$ cat config.mk
export PLATFORM = sky130hd
export DESIGN_NAME = clk_ctrl
export DESIGN_NICKNAME = d
export VERILOG_FILES = /design/src/clk_ctrl_pkg.sv /design/src/clk_div_if.sv /design/src/clk_ctrl.sv /design/src/clk_div_counter.sv
export SDC_FILE = /design/constraint.sdc
export NUM_CORES = 1
export LEC_CHECK = 0
export ABC_CLOCK_PERIOD_IN_PS = 9000
export BUFFER_PORTS_ARGS = -buffer_cell sky130_fd_sc_hd__buf_2
export CORE_MARGIN = 4
export CORE_UTILIZATION = 50
export DETAILED_ROUTE_END_ITERATION = 8
export PLACE_DENSITY = 0.84
export SETUP_SLACK_MARGIN = 0.1
export SYNTH_ARGS = -nofsm -noshare
export SYNTH_HDL_FRONTEND = slang
export SYNTH_HIERARCHICAL = 1
export SYNTH_SLANG_ARGS = --single-unit
export TNS_END_PERCENT = 100
$ cat constraint.sdc
create_clock -name pclk -period 9 [get_ports pclk]
set_clock_uncertainty 0.1 [all_clocks]
set_input_delay 2.7 -clock pclk [delete_from_list [all_inputs] [get_ports pclk]]
set_output_delay 2.7 -clock pclk [all_outputs]
set_load 0.005 [all_outputs]
$ cat src/clk_ctrl_pkg.sv
/*
 Constants for the main clock controller: register map, field positions,
 reset values, divider counts and low-power mode codes.
 Assumes nothing of its surroundings.
*/
package clk_ctrl_pkg;

    localparam int unsigned ADDR_W           = 8;
    // Printed offset 2E is not a multiple of four: it is an index
    localparam int unsigned CCS_INDEX        = 46;
    localparam logic [ADDR_W-1:0] CCS_ADDR   = 8'(CCS_INDEX * 4);
    localparam logic [ADDR_W-1:0] IRQ_STATUS_ADDR = 8'hC0;
    localparam logic [ADDR_W-1:0] IRQ_ENABLE_ADDR = 8'hC4;
    localparam logic [ADDR_W-1:0] IRQ_CLEAR_ADDR  = 8'hC8;

    localparam logic [7:0] CCS_RESET         = 8'h00;
    localparam int unsigned BIT_CLK_OUT      = 7;
    localparam int unsigned BIT_DIV_HI       = 6;
    localparam int unsigned BIT_DIV_LO       = 5;
    localparam int unsigned BIT_SLOW         = 4;
    localparam int unsigned BIT_TB_HI        = 3;
    localparam int unsigned BIT_TB_LO        = 2;
    localparam int unsigned BIT_TICK_IE      = 1;
    localparam int unsigned BIT_TICK_FLAG    = 0;

    // Interrupt status layout: bit 0 tick event
    localparam int unsigned IRQ_BITS         = 1;
    localparam logic [IRQ_BITS-1:0] IRQ_RESET = 1'h0;

    localparam int unsigned TB_W             = 18;
    localparam logic [TB_W-1:0] TB_DIV0      = 18'd16000;
    localparam logic [TB_W-1:0] TB_DIV1      = 18'd32000;
    localparam logic [TB_W-1:0] TB_DIV2      = 18'd80000;
    localparam logic [TB_W-1:0] TB_DIV3      = 18'd200000;

    localparam int unsigned PRE_W            = 4;

    typedef enum logic [1:0]
    {
        PM_RUN         = 2'b00,
        PM_WAIT        = 2'b01,
        PM_HALT        = 2'b10,
        PM_TIMED_SLEEP = 2'b11
    } power_mode_t;

endpackage

$ cat src/clk_div_if.sv
/*
 Interface carrying the clock-divider controls between the top and its
 divider modules.
 Assumes one clock domain.
*/
`timescale 1ns/1ns
interface clk_div_if;
    import clk_ctrl_pkg::*;
    logic              run;
    logic              restart;
    logic [TB_W-1:0]   limit;
    logic              expire;

    modport ctrl (output run, output restart, output limit, input expire);
    modport div  (input run, input restart, input limit, output expire);
endinterface

$ cat src/clk_ctrl.sv
/*
 Main clock controller: core clock prescaler, clock output, time base
 counter with tick flag and interrupt, low-power mode handling, APB slave.
 Assumes divided_osc_clock is pclk itself, qualified by ce, and that the
 core signals wait/halt requests synchronous to pclk.
*/
`timescale 1ns/1ns
module clk_ctrl
    import clk_ctrl_pkg::*;
(
    input  wire logic                      pclk,
    input  wire logic                      presetn,
    input  wire logic                      ce,
    input  wire logic                      psel,
    input  wire logic                      penable,
    input  wire logic                      pwrite,
    input  wire logic [clk_ctrl_pkg::ADDR_W-1:0] paddr,
    input  wire logic [31:0]               pwdata,
    output logic      [31:0]               prdata,
    output logic                           pready,
    output logic                           pslverr,
    input  wire logic                      wait_req,
    input  wire logic                      halt_req,
    input  wire logic                      auto_wake_sleep,
    input  wire logic                      cpu_irq_mask,
    input  wire logic                      halt_wake_pin,
    output logic                           core_clock_en,
    output logic                           clk_out_pin,
    output logic                           clk_out_oe_n,
    output logic                           tick_irq,
    output logic                           irq,
    output logic [1:0]                     power_mode
);
    import clk_ctrl_pkg::*;

    logic [7:0]          ccs_q;
    logic [IRQ_BITS-1:0] ists_q;
    logic [IRQ_BITS-1:0] ien_q;
    power_mode_t         pm_q;
    logic [PRE_W-1:0]    pre_q;
    logic                core_en_q;
    logic                clk_out_q;
    logic                oe_n_q;
    logic                tick_irq_q;
    logic                irq_q;
    logic [31:0]         prdata_q;
    logic                pslverr_q;
    logic                wake_s1_q;
    logic                wake_s2_q;
    logic [1:0]          tb_sel;

    clk_div_if tb_if ();

    // Halt wake comes from a pin: two flops before use
    always_ff @(posedge pclk or negedge presetn)
    begin
        if (!presetn)
        begin
            wake_s1_q <= 1'b0;
            wake_s2_q <= 1'b0;
        end
        else if (ce)
        begin
            wake_s1_q <= halt_wake_pin;
            wake_s2_q <= wake_s1_q;
        end
    end

    // Bus decode
    wire acc     = psel && penable;
    wire wr      = acc && pwrite;
    wire rd      = acc && !pwrite;
    wire hit_ccs = (paddr == CCS_ADDR);
    wire hit_sts = (paddr == IRQ_STATUS_ADDR);
    wire hit_ien = (paddr == IRQ_ENABLE_ADDR);
    wire hit_clr = (paddr == IRQ_CLEAR_ADDR);
    wire mapped  = hit_ccs || hit_sts || hit_ien || hit_clr;
    // Registers are shut to the bus in any halt or timed sleep; bus access has no effect then
    wire frozen  = (pm_q == PM_HALT) || (pm_q == PM_TIMED_SLEEP);
    // Refusal is judged in the setup cycle so that pslverr comes from a flop
    wire refuse  = !mapped || frozen;
    wire reg_ok  = ce && !pslverr_q;

    // Time base counter
    assign tb_sel = ccs_q[BIT_TB_HI:BIT_TB_LO];
    assign tb_if.limit = (tb_sel == 2'b00) ? TB_DIV0 :
                         (tb_sel == 2'b01) ? TB_DIV1 :
                         (tb_sel == 2'b10) ? TB_DIV2 : TB_DIV3;
    assign tb_if.run     = (pm_q != PM_HALT);
    assign tb_if.restart = 1'b0;                 // Limit is sampled only at reload

    clk_div_counter u_tb
    (
        .pclk    (pclk),
        .presetn (presetn),
        .ce      (ce),
        .dv      (tb_if.div)
    );

    wire tick      = tb_if.expire;
    wire ccs_read  = reg_ok && rd && hit_ccs;
    // In timed sleep the flag still records the expiry so the wake is visible after
    wire flag_set  = tick && (pm_q != PM_HALT);
    wire irq_fire  = flag_set && ccs_q[BIT_TICK_IE] && !cpu_irq_mask;
    // A pending unmasked request wakes as well, not only a fresh expiry
    wire tick_req  = ccs_q[BIT_TICK_FLAG] && ccs_q[BIT_TICK_IE] && !cpu_irq_mask;

    // Control/status register: set beats read-clear
    always_ff @(posedge pclk or negedge presetn)
    begin
        if (!presetn)
            ccs_q <= CCS_RESET;
        else if (ce)
        begin
            if (reg_ok && wr && hit_ccs)
                ccs_q[7:1] <= pwdata[7:1];
            if (flag_set)
                ccs_q[BIT_TICK_FLAG] <= 1'b1;
            // Only a flag that the read returned is cleared, so a set in the setup cycle survives
            else if (ccs_read && prdata_q[BIT_TICK_FLAG])
                ccs_q[BIT_TICK_FLAG] <= 1'b0;
        end
    end

    // Sticky status, write-one-to-clear, event wins
    always_ff @(posedge pclk or negedge presetn)
    begin
        if (!presetn)
        begin
            ists_q <= IRQ_RESET;
            ien_q  <= IRQ_RESET;
        end
        else if (ce)
        begin
            if (reg_ok && wr && hit_ien)
                ien_q <= pwdata[IRQ_BITS-1:0];
            ists_q <= (ists_q & ~((reg_ok && wr && hit_clr) ? pwdata[IRQ_BITS-1:0] : IRQ_RESET))
                      | IRQ_BITS'(flag_set);
        end
    end

    // Power mode sequencing
    always_ff @(posedge pclk or negedge presetn)
    begin
        if (!presetn)
            pm_q <= PM_RUN;
        else if (ce)
        begin
            case (pm_q)
                PM_RUN:
                begin
                    if (halt_req && ccs_q[BIT_TICK_IE] && !auto_wake_sleep)
                        pm_q <= PM_TIMED_SLEEP;
                    else if (halt_req)
                        pm_q <= PM_HALT;
                    else if (wait_req)
                        pm_q <= PM_WAIT;
                end
                PM_WAIT:
                begin
                    if (irq_fire || tick_req || wake_s2_q)
                        pm_q <= PM_RUN;
                end
                PM_HALT:
                begin
                    if (wake_s2_q)
                        pm_q <= PM_RUN;
                end
                PM_TIMED_SLEEP:
                begin
                    if (irq_fire || tick_req || wake_s2_q)
                        pm_q <= PM_RUN;
                end
                default:
                    pm_q <= PM_RUN;
            endcase
        end
    end

    // Core clock prescaler: enable pulse once per divide period in slow mode
    wire [PRE_W-1:0] pre_mask = PRE_W'((5'h02 << ccs_q[BIT_DIV_HI:BIT_DIV_LO]) - 5'h01);
    wire             pre_wrap = ((pre_q & pre_mask) == pre_mask);
    wire             slow     = ccs_q[BIT_SLOW];

    always_ff @(posedge pclk or negedge presetn)
    begin
        if (!presetn)
        begin
            pre_q     <= '0;
            core_en_q <= 1'b0;
        end
        else if (ce)
        begin
            pre_q     <= pre_wrap ? '0 : PRE_W'(pre_q + 1'b1);
            // Core is gated in any halt or sleep
            core_en_q <= (pm_q == PM_RUN) && (!slow || pre_wrap);
        end
    end

    // Clock out: toggle gives a visible half-rate copy of the qualified oscillator
    always_ff @(posedge pclk or negedge presetn)
    begin
        if (!presetn)
        begin
            clk_out_q <= 1'b0;
            oe_n_q    <= 1'b1;
        end
        else if (ce)
        begin
            clk_out_q <= ccs_q[BIT_CLK_OUT] && !clk_out_q;
            oe_n_q    <= !ccs_q[BIT_CLK_OUT];
        end
    end

    // Read data and interrupt outputs
    wire [31:0] rd_mux = hit_ccs ? {24'h000000, ccs_q} :
                         hit_sts ? 32'(ists_q) :
                         hit_ien ? 32'(ien_q) : 32'h00000000;

    always_ff @(posedge pclk or negedge presetn)
    begin
        if (!presetn)
        begin
            prdata_q   <= 32'h00000000;
            pslverr_q  <= 1'b0;
            tick_irq_q <= 1'b0;
            irq_q      <= 1'b0;
        end
        else if (ce)
        begin
            prdata_q   <= (psel && !penable && !pwrite) ? rd_mux : prdata_q;
            pslverr_q  <= psel && !penable && refuse;
            tick_irq_q <= tick_req;
            irq_q      <= |(ists_q & ien_q);
        end
    end

    assign prdata        = prdata_q;
    assign pready        = 1'b1;
    assign pslverr       = pslverr_q;
    assign core_clock_en = core_en_q;
    assign clk_out_pin   = clk_out_q;
    assign clk_out_oe_n  = oe_n_q;
    assign tick_irq      = tick_irq_q;
    assign irq           = irq_q;
    assign power_mode    = pm_q;
endmodule

$ cat src/clk_div_counter.sv
/*
 Reloadable down counter: pulses expire for one cycle every limit enabled
 cycles; the limit is taken only at reload, so a change lands next period.
 Assumes the limit is at least one.
*/
`timescale 1ns/1ns
module clk_div_counter
    import clk_ctrl_pkg::*;
(
    input  wire logic  pclk,
    input  wire logic  presetn,
    input  wire logic  ce,
    clk_div_if.div     dv
);
    logic [TB_W-1:0] cnt_q;
    logic [TB_W-1:0] cnt_d;
    logic            last;

    assign last  = (cnt_q == '0);
    assign cnt_d = (dv.restart || last) ? TB_W'(dv.limit - 1'b1) : TB_W'(cnt_q - 1'b1);

    always_ff @(posedge pclk or negedge presetn)
    begin
        if (!presetn)
            cnt_q <= TB_W'(TB_DIV0 - 1'b1);                 // Full default period, no tick at release
        else if (ce && (dv.run || dv.restart))
            cnt_q <= cnt_d;
    end

    assign dv.expire = ce && dv.run && !dv.restart && last;
endmodule

# Word-level counts from Yosys, hierarchy flattened

Index checks and enable logic that the tools add are counted.

$add $sub $neg: 4
Reduce and logical (&&, ||, !) cells: 52
Multiply operators: 0
Magnitude comparators: 0
Shift operators: 1
Div/mod/pow operators: 0
Equality and inequality tests: 14
Bitwise operators: 5
Mux-type cells: 17

Operators with widths:

| kind                                                 | count |
|---|---|
| 2-to-1 mux 18 bit                                    | 4 |
| subtractor 18 x 1 -> 18 bit (second input constant)  | 2 |
| equality test 8 bit (second input constant)          | 4 |
| logical AND 1 bit                                    | 25 |
| zero test 18 bit                                     | 1 |
| 2-to-1 mux 2 bit                                     | 5 |
| zero test 1 bit                                      | 9 |
| logical OR 1 bit                                     | 8 |
| 2-to-1 mux 8 bit                                     | 1 |
| AND reduction 2 bit                                  | 4 |
| equality test 2 bit (second input constant)          | 3 |
| case mux 2 bit (3 select lines)                      | 1 |
| 2-to-1 mux 1 bit                                     | 5 |
| adder 4 x 1 -> 4 bit (second input constant)         | 1 |
| bitwise AND 4 bit                                    | 1 |
| equality test 2 x 1 -> 1 bit (second input constant) | 2 |
| equality test 4 bit                                  | 1 |
| zero test 2 bit                                      | 2 |
| 2-to-1 mux 4 bit                                     | 1 |
| != test 2 bit (second input constant)                | 2 |
| != test 4 bit (second input constant)                | 1 |
| AND reduction 4 bit                                  | 1 |
| << shifter 2 x 2 -> 4 bit (first input constant)     | 1 |
| subtractor 4 x 1 -> 4 bit (second input constant)    | 1 |
| other kinds (6)                                      | 7 |

RAM bits: 0
Bits in read-only memories: 0
Register bits after elaboration: 74
Output and inout bits: 41
Logic and storage cells: 109
Bits of input ports: 51
Latch bits: 0
Memories kept: 0

# Logic depth before layout (Yosys ltp)

Word-level depth: 10
Mapped depth: 13
Depth with buffers taken out: 11

# Cells and area by module

Netlist, hierarchy kept.

By module, submodules not included:

| module          | sequential area each (um2) | cells each | times used | area an instance (um2) |
|---|---|---|---|---|
| clk_div_counter | 465.4                      | 229        | 1          | 1815.5 |
| clk_ctrl        | 802.0                      | 167        | 1          | 1737.9 |

# Least setup slack after synthesis

OpenSTA, ideal clock, no wires.

Kind: input to register
Start point: input port paddr[1] in the netlist's numbering
End point: register ccs_q[1]
Buffers on the path: 1
Required time: 8775 ps
Library setup time: 125 ps
Slack: 5034 ps
Stages: 5
Data arrival time: 3740 ps
Cells stage by stage: nor3b_2 -> nand3_2 -> or2_1 -> buf_6 -> mux2_4

Longest elaborated chain between the ends: 3

RTL lines:

| item                          | RTL line        | RTL |
|---|---|---|
| from (decl)                   | clk_ctrl.sv:17  | `input wire logic [clk_ctrl_pkg::ADDR_W-1:0] paddr,` |
| equality test 8 bit           | clk_ctrl.sv:73  | `wire hit_ccs = (paddr == CCS_ADDR);` |
| logical AND 1 bit             | clk_ctrl.sv:115 | `if (reg_ok && wr && hit_ccs)` |
| AND reduction 2 bit (no line) | -               |  |
| to (signal assigned)          | clk_ctrl.sv:116 | `ccs_q[7:1] <= pwdata[7:1];` |
| to (decl)                     | clk_ctrl.sv:36  | `logic [7:0] ccs_q;` |

No other way between the ends.
A chain may end at the register's enable or synchronous reset.

# Worst setup path in the final report

Start point: register u_tb.cnt_q[15]
End point: register u_tb.cnt_q[14]

Longest elaborated chain between the ends: 2

RTL lines:

| item                   | RTL line              | RTL |
|---|---|---|
| from (decl)            | clk_div_counter.sv:15 | `logic [TB_W-1:0] cnt_q;` |
| from (signal assigned) | clk_div_counter.sv:25 | `cnt_q <= TB_W'(TB_DIV0 - 1'b1);` |
| from (signal assigned) | clk_div_counter.sv:27 | `cnt_q <= cnt_d;` |
| zero test 18 bit       | clk_div_counter.sv:19 | `assign last = (cnt_q == '0);` |
| 2-to-1 mux 18 bit      | clk_div_counter.sv:20 | `assign cnt_d = (dv.restart \|\| last) ? TB_W'(dv.limit - 1'b1) : TB_W'(cnt_q - 1'b1);` |

No other way between the ends.

==> metrics.md <==
| Metric | Value |
|---|---|
| Fillcell total | 607 |
| Avg Cell Area, Syn | 8.973 µm² |
| Setup violators final | 0 |
| Internal | 0.0004025 W |
| Slew Viols, Final | 0 |
| P per Cell Area | ~160 nW/µm² |
| F_max | 223.9 MHz |
| Total die area | about 8500 µm² |
| Setup crit start kind | flop |
| H-tree depth | 2 |
| First drt pass iteration count | 5 |
| Die X | 92.30 µm |
| Clk pwr share | 0.222 |
| Post-synth EDFFs | 0 |
| Synth warn | 6 |
| Largest net degree at the start of global routing | 51 |
| # DRC | 0 |
| Post-route worst setup slack | approximately 4500 ps |
| Detailed placement HPWL | 5758 µm |
| Diodes inserted | 0 |
| Fin cells | roughly 560 |
| Max cap viols | 0 |
| Global placement routability congestion | 0.9912 |
| Seq/Total Area, Yosys | 0.3567 |
| R2R cell count | 11 |
| Critical path class | reg -> reg |
| CTS tree | built |
| Cell row count | 30 |
| Hold_sp | clk_out_pin$_DFFE_PN0P_ |
| CP peak stage delay | 630 ps |
| CTS resizes | 0 |
| Seq pwr share | 0.522 |
| Delay-heaviest family, CP | compound AO/OA/AOI/OAI gates |
| Worst Path Buf+Inv | 0 |
| Unrepaired setup endpoints after global routing | false |
| #FFs+latches synth | 50 |
| CTS Sinks | 50 |
| Required time worst endpoint | between 9000 and 10,000 ps |
| Peak supply drop | 0.00009146 V |
| Area grow syn2layout | 10.74% |
| Final count of hold timing violations | 0 |
| Share of cells above drive strength 1 | 0.1978 |
| Post-CTS setup buffers | 0 |
| Initial antenna violation count | 0 |
| Routed vias/inst | 5.494 |
| Mapped Cells | ~400 |
| Rel. slew slack | 0.5037 |
| Status | completed |
| Die Y | 92.30 µm |
| Post-layout min period | about 4500 ps |
| Vias in the first global route | 3,114 |
| Ys flop type | dfrtp_1 |
| Global-route usage over all layers | 0.2000 |
| Post-synth top area cell | dfrtp_1 |
| First-pass GRT wire length | between 10,000 and 15,000 µm |
| Asr flop ratio synth | 1.000 |
| Net Sw Power | 0.0002333 W |
| Drt wl/cell | around 15 µm |
| Cells along the critical path | or4_1, and4bb_1, a21o_2, mux2i_1, ha_1, o21ai_0, a31oi_2, o211ai_4, o31a_1, a211oi_2, o22ai_1 |
| Post-synthesis cell type count | 74 |
| IO Port Bufs | 42 |
| Final cycle utilization of the critical path | 0.4962 |
| Commonest cells post-synth | dfrtp_1, nor2_1, nand2_1 |
| Area contributors post-synth | dfrtp_1, dfstp_2, buf_4 |
| WHS Path Cells | 1 |
| Part of the power in combinational logic | 0.256 |
| R2r startpoint | u_tb/cnt_q[15]$_DFFE_PN0P_ |
| Min-Delay Path Class | reg -> reg |
| Arrival time worst endpoint | 4540 ps |
| Final Routed Wirelength | 8159 µm |
| Slew @ Worst Pin | 739.6 ps |
| Post-Place Cells | 553 |
| CTS buffer count | 5 |
| DRT iter0 DRCs | 223 |
| Antenna-violating nets left | 0 |
| CP max FO | 24 |
| Grt ovf | 0 |
| Clock latency on the worst-skew pair | about 310 ps |
| CP Depth | 11 |
| Worst Setup End Kind | flop |
| RR Endpoint | u_tb/cnt_q[14]$_DFFE_PN0P_ |
| IO Count | 92 |
| Clock root buffer | clkbuf_8 |
| Clock transition at path regs | 110 ps |
| Core ar. | 6832 µm² |
| Post-Syn Area | approximately 3600 µm² |
| Fin util | 0.5760 |
| Lkg Pwr | 1.758 nW |
| Hold EP | clk_out_pin$_DFFE_PN0P_ |
| CTS Hold Bufs | 0 |
| Post-place setup slack | 4371 ps |
| Reg2reg setup slack | 4530 ps |
| CTS Buffer Depth | 2 |
| Nets | 517 |
| Vias | slightly above 3,000 |
| Initial core utilization | 0.5201 |
| Top-area cell type share of the netlist area | 0.2606 |
| Slowest CP cell | and4bb_1 |
| Sw Share | 0.3669 |
| Setup TNS | 0 ps |
cells in the final DEF (no fill, tap or decap), types with 3 or more instances in the layout:
cell      synthesis  routed
or4_1             4       4
xnor2_1           3       3
nand3_1          11      11
o31ai_1           3       3
o22ai_1           9       9
nor2b_1           6       6
buf_2             5      42
and3_1            4       4
or3_1             3       3
nand2_1          28      28
xor2_1            4       4
conb_1            2      63
nor4_1            5       5
mux2_2            3       3
o21ai_0          26      25
nand2b_1          7       7
mux2_4            7       7
nor3b_1           4       4
nor2_1           37      37
dfrtp_1          37      37
nor3_1           15      15
a31oi_1           8       8
a22o_1            9       9
clkbuf_8          0       5
a21oi_1          18      18
inv_1            18      18
mux2i_1          13      13
dfstp_2          13      13
area by class of cell:
cell class / instances / area (µm²) / share of cell area
clock buffer: 5 / 68.82 / 0.01749
multi-input combinational: 345 / 2163 / 0.5498
sequential: 50 / 1267 / 0.3221
clock inverter: 3 / 22.52 / 0.005723
inverter: 18 / 67.56 / 0.01717
tap: 96 / 120.1 / 0.03052
timing repair buffer: 44 / 225.2 / 0.05723
per-layer routing:
metal | up-vias | global-route usage | routed length, µm | part of all wire
met5 | - | 0 | 0 | 0
met4 | 0 | 0.06683 | 145 | 0.018
met3 | 16 | 0.02843 | 371 | 0.045
met2 | 90 | 0.3547 | 4156 | 0.51
met1 | 1483 | 0.2487 | 3486 | 0.43
li1 | 1493 | - | - | -
sequential cells by signal (all words and copies together), names as in the netlist, 2 cells and up:
register,flops
power_mode,2
prdata,8
u_tb/cnt_q,18
pre_q,4
ccs_q,8
through the flow:
stage,power (W),hold slack (ps),cell area [µm²]
4_1_cts,0.0006351,382.9,3935
5_1_grt,0.0006773,400.5,3935
6_report,0.0006358,375.0,3935
3_3_place_gp,0.0004832,355.8,3844
2_1_floorplan,0.0004495,337.6,3782
3_5_place_dp,0.0004939,366.3,3844
power by group through the flow:
stage | registers (W) | clock network (W) | logic [W]
after floorplan | 0.000318 | 0 | 0.000131
after global placement | 0.000331 | 0 | 0.000152
after detailed placement | 0.000334 | 0 | 0.000160
after CTS | 0.000330 | 0.000144 | 0.000161
after global routing | 0.000338 | 0.000153 | 0.000186
final | 0.000332 | 0.000141 | 0.000163
logic make-up (layout without fill, tap and decap cells):
logic type               Yosys count  in the layout  share of synthesized area
multiplexers                      23             23                    0.07570
adder cells (fa/ha/maj)            2              2                   0.007041
AO/OA/AOI/OAI                    108            108                     0.2289
buffers and inverters             62             70                    0.09894
AND/OR/NAND/NOR                  142            142                     0.2134
other                              2             63                   0.002113
XOR/XNOR                           7              7                    0.01725
flip-flops                        50             50                     0.3567
worst max-delay path by stage:
stage	start	end	slack, ps
after floorplan	paddr[1]	ccs_q[1]$_DFFE_PN0P_	5030
after global placement	ce	u_tb/cnt_q[2]$_DFFE_PN1P_	4430
after detailed placement	ce	u_tb/cnt_q[2]$_DFFE_PN1P_	4370
after CTS	u_tb/cnt_q[15]$_DFFE_PN0P_	u_tb/cnt_q[14]$_DFFE_PN0P_	4570
after global routing	u_tb/cnt_q[15]$_DFFE_PN0P_	u_tb/cnt_q[16]$_DFFE_PN0P_	4260
final	u_tb/cnt_q[15]$_DFFE_PN0P_	u_tb/cnt_q[14]$_DFFE_PN0P_	4530
No activity file was read; power rests on OpenSTA's default activity.
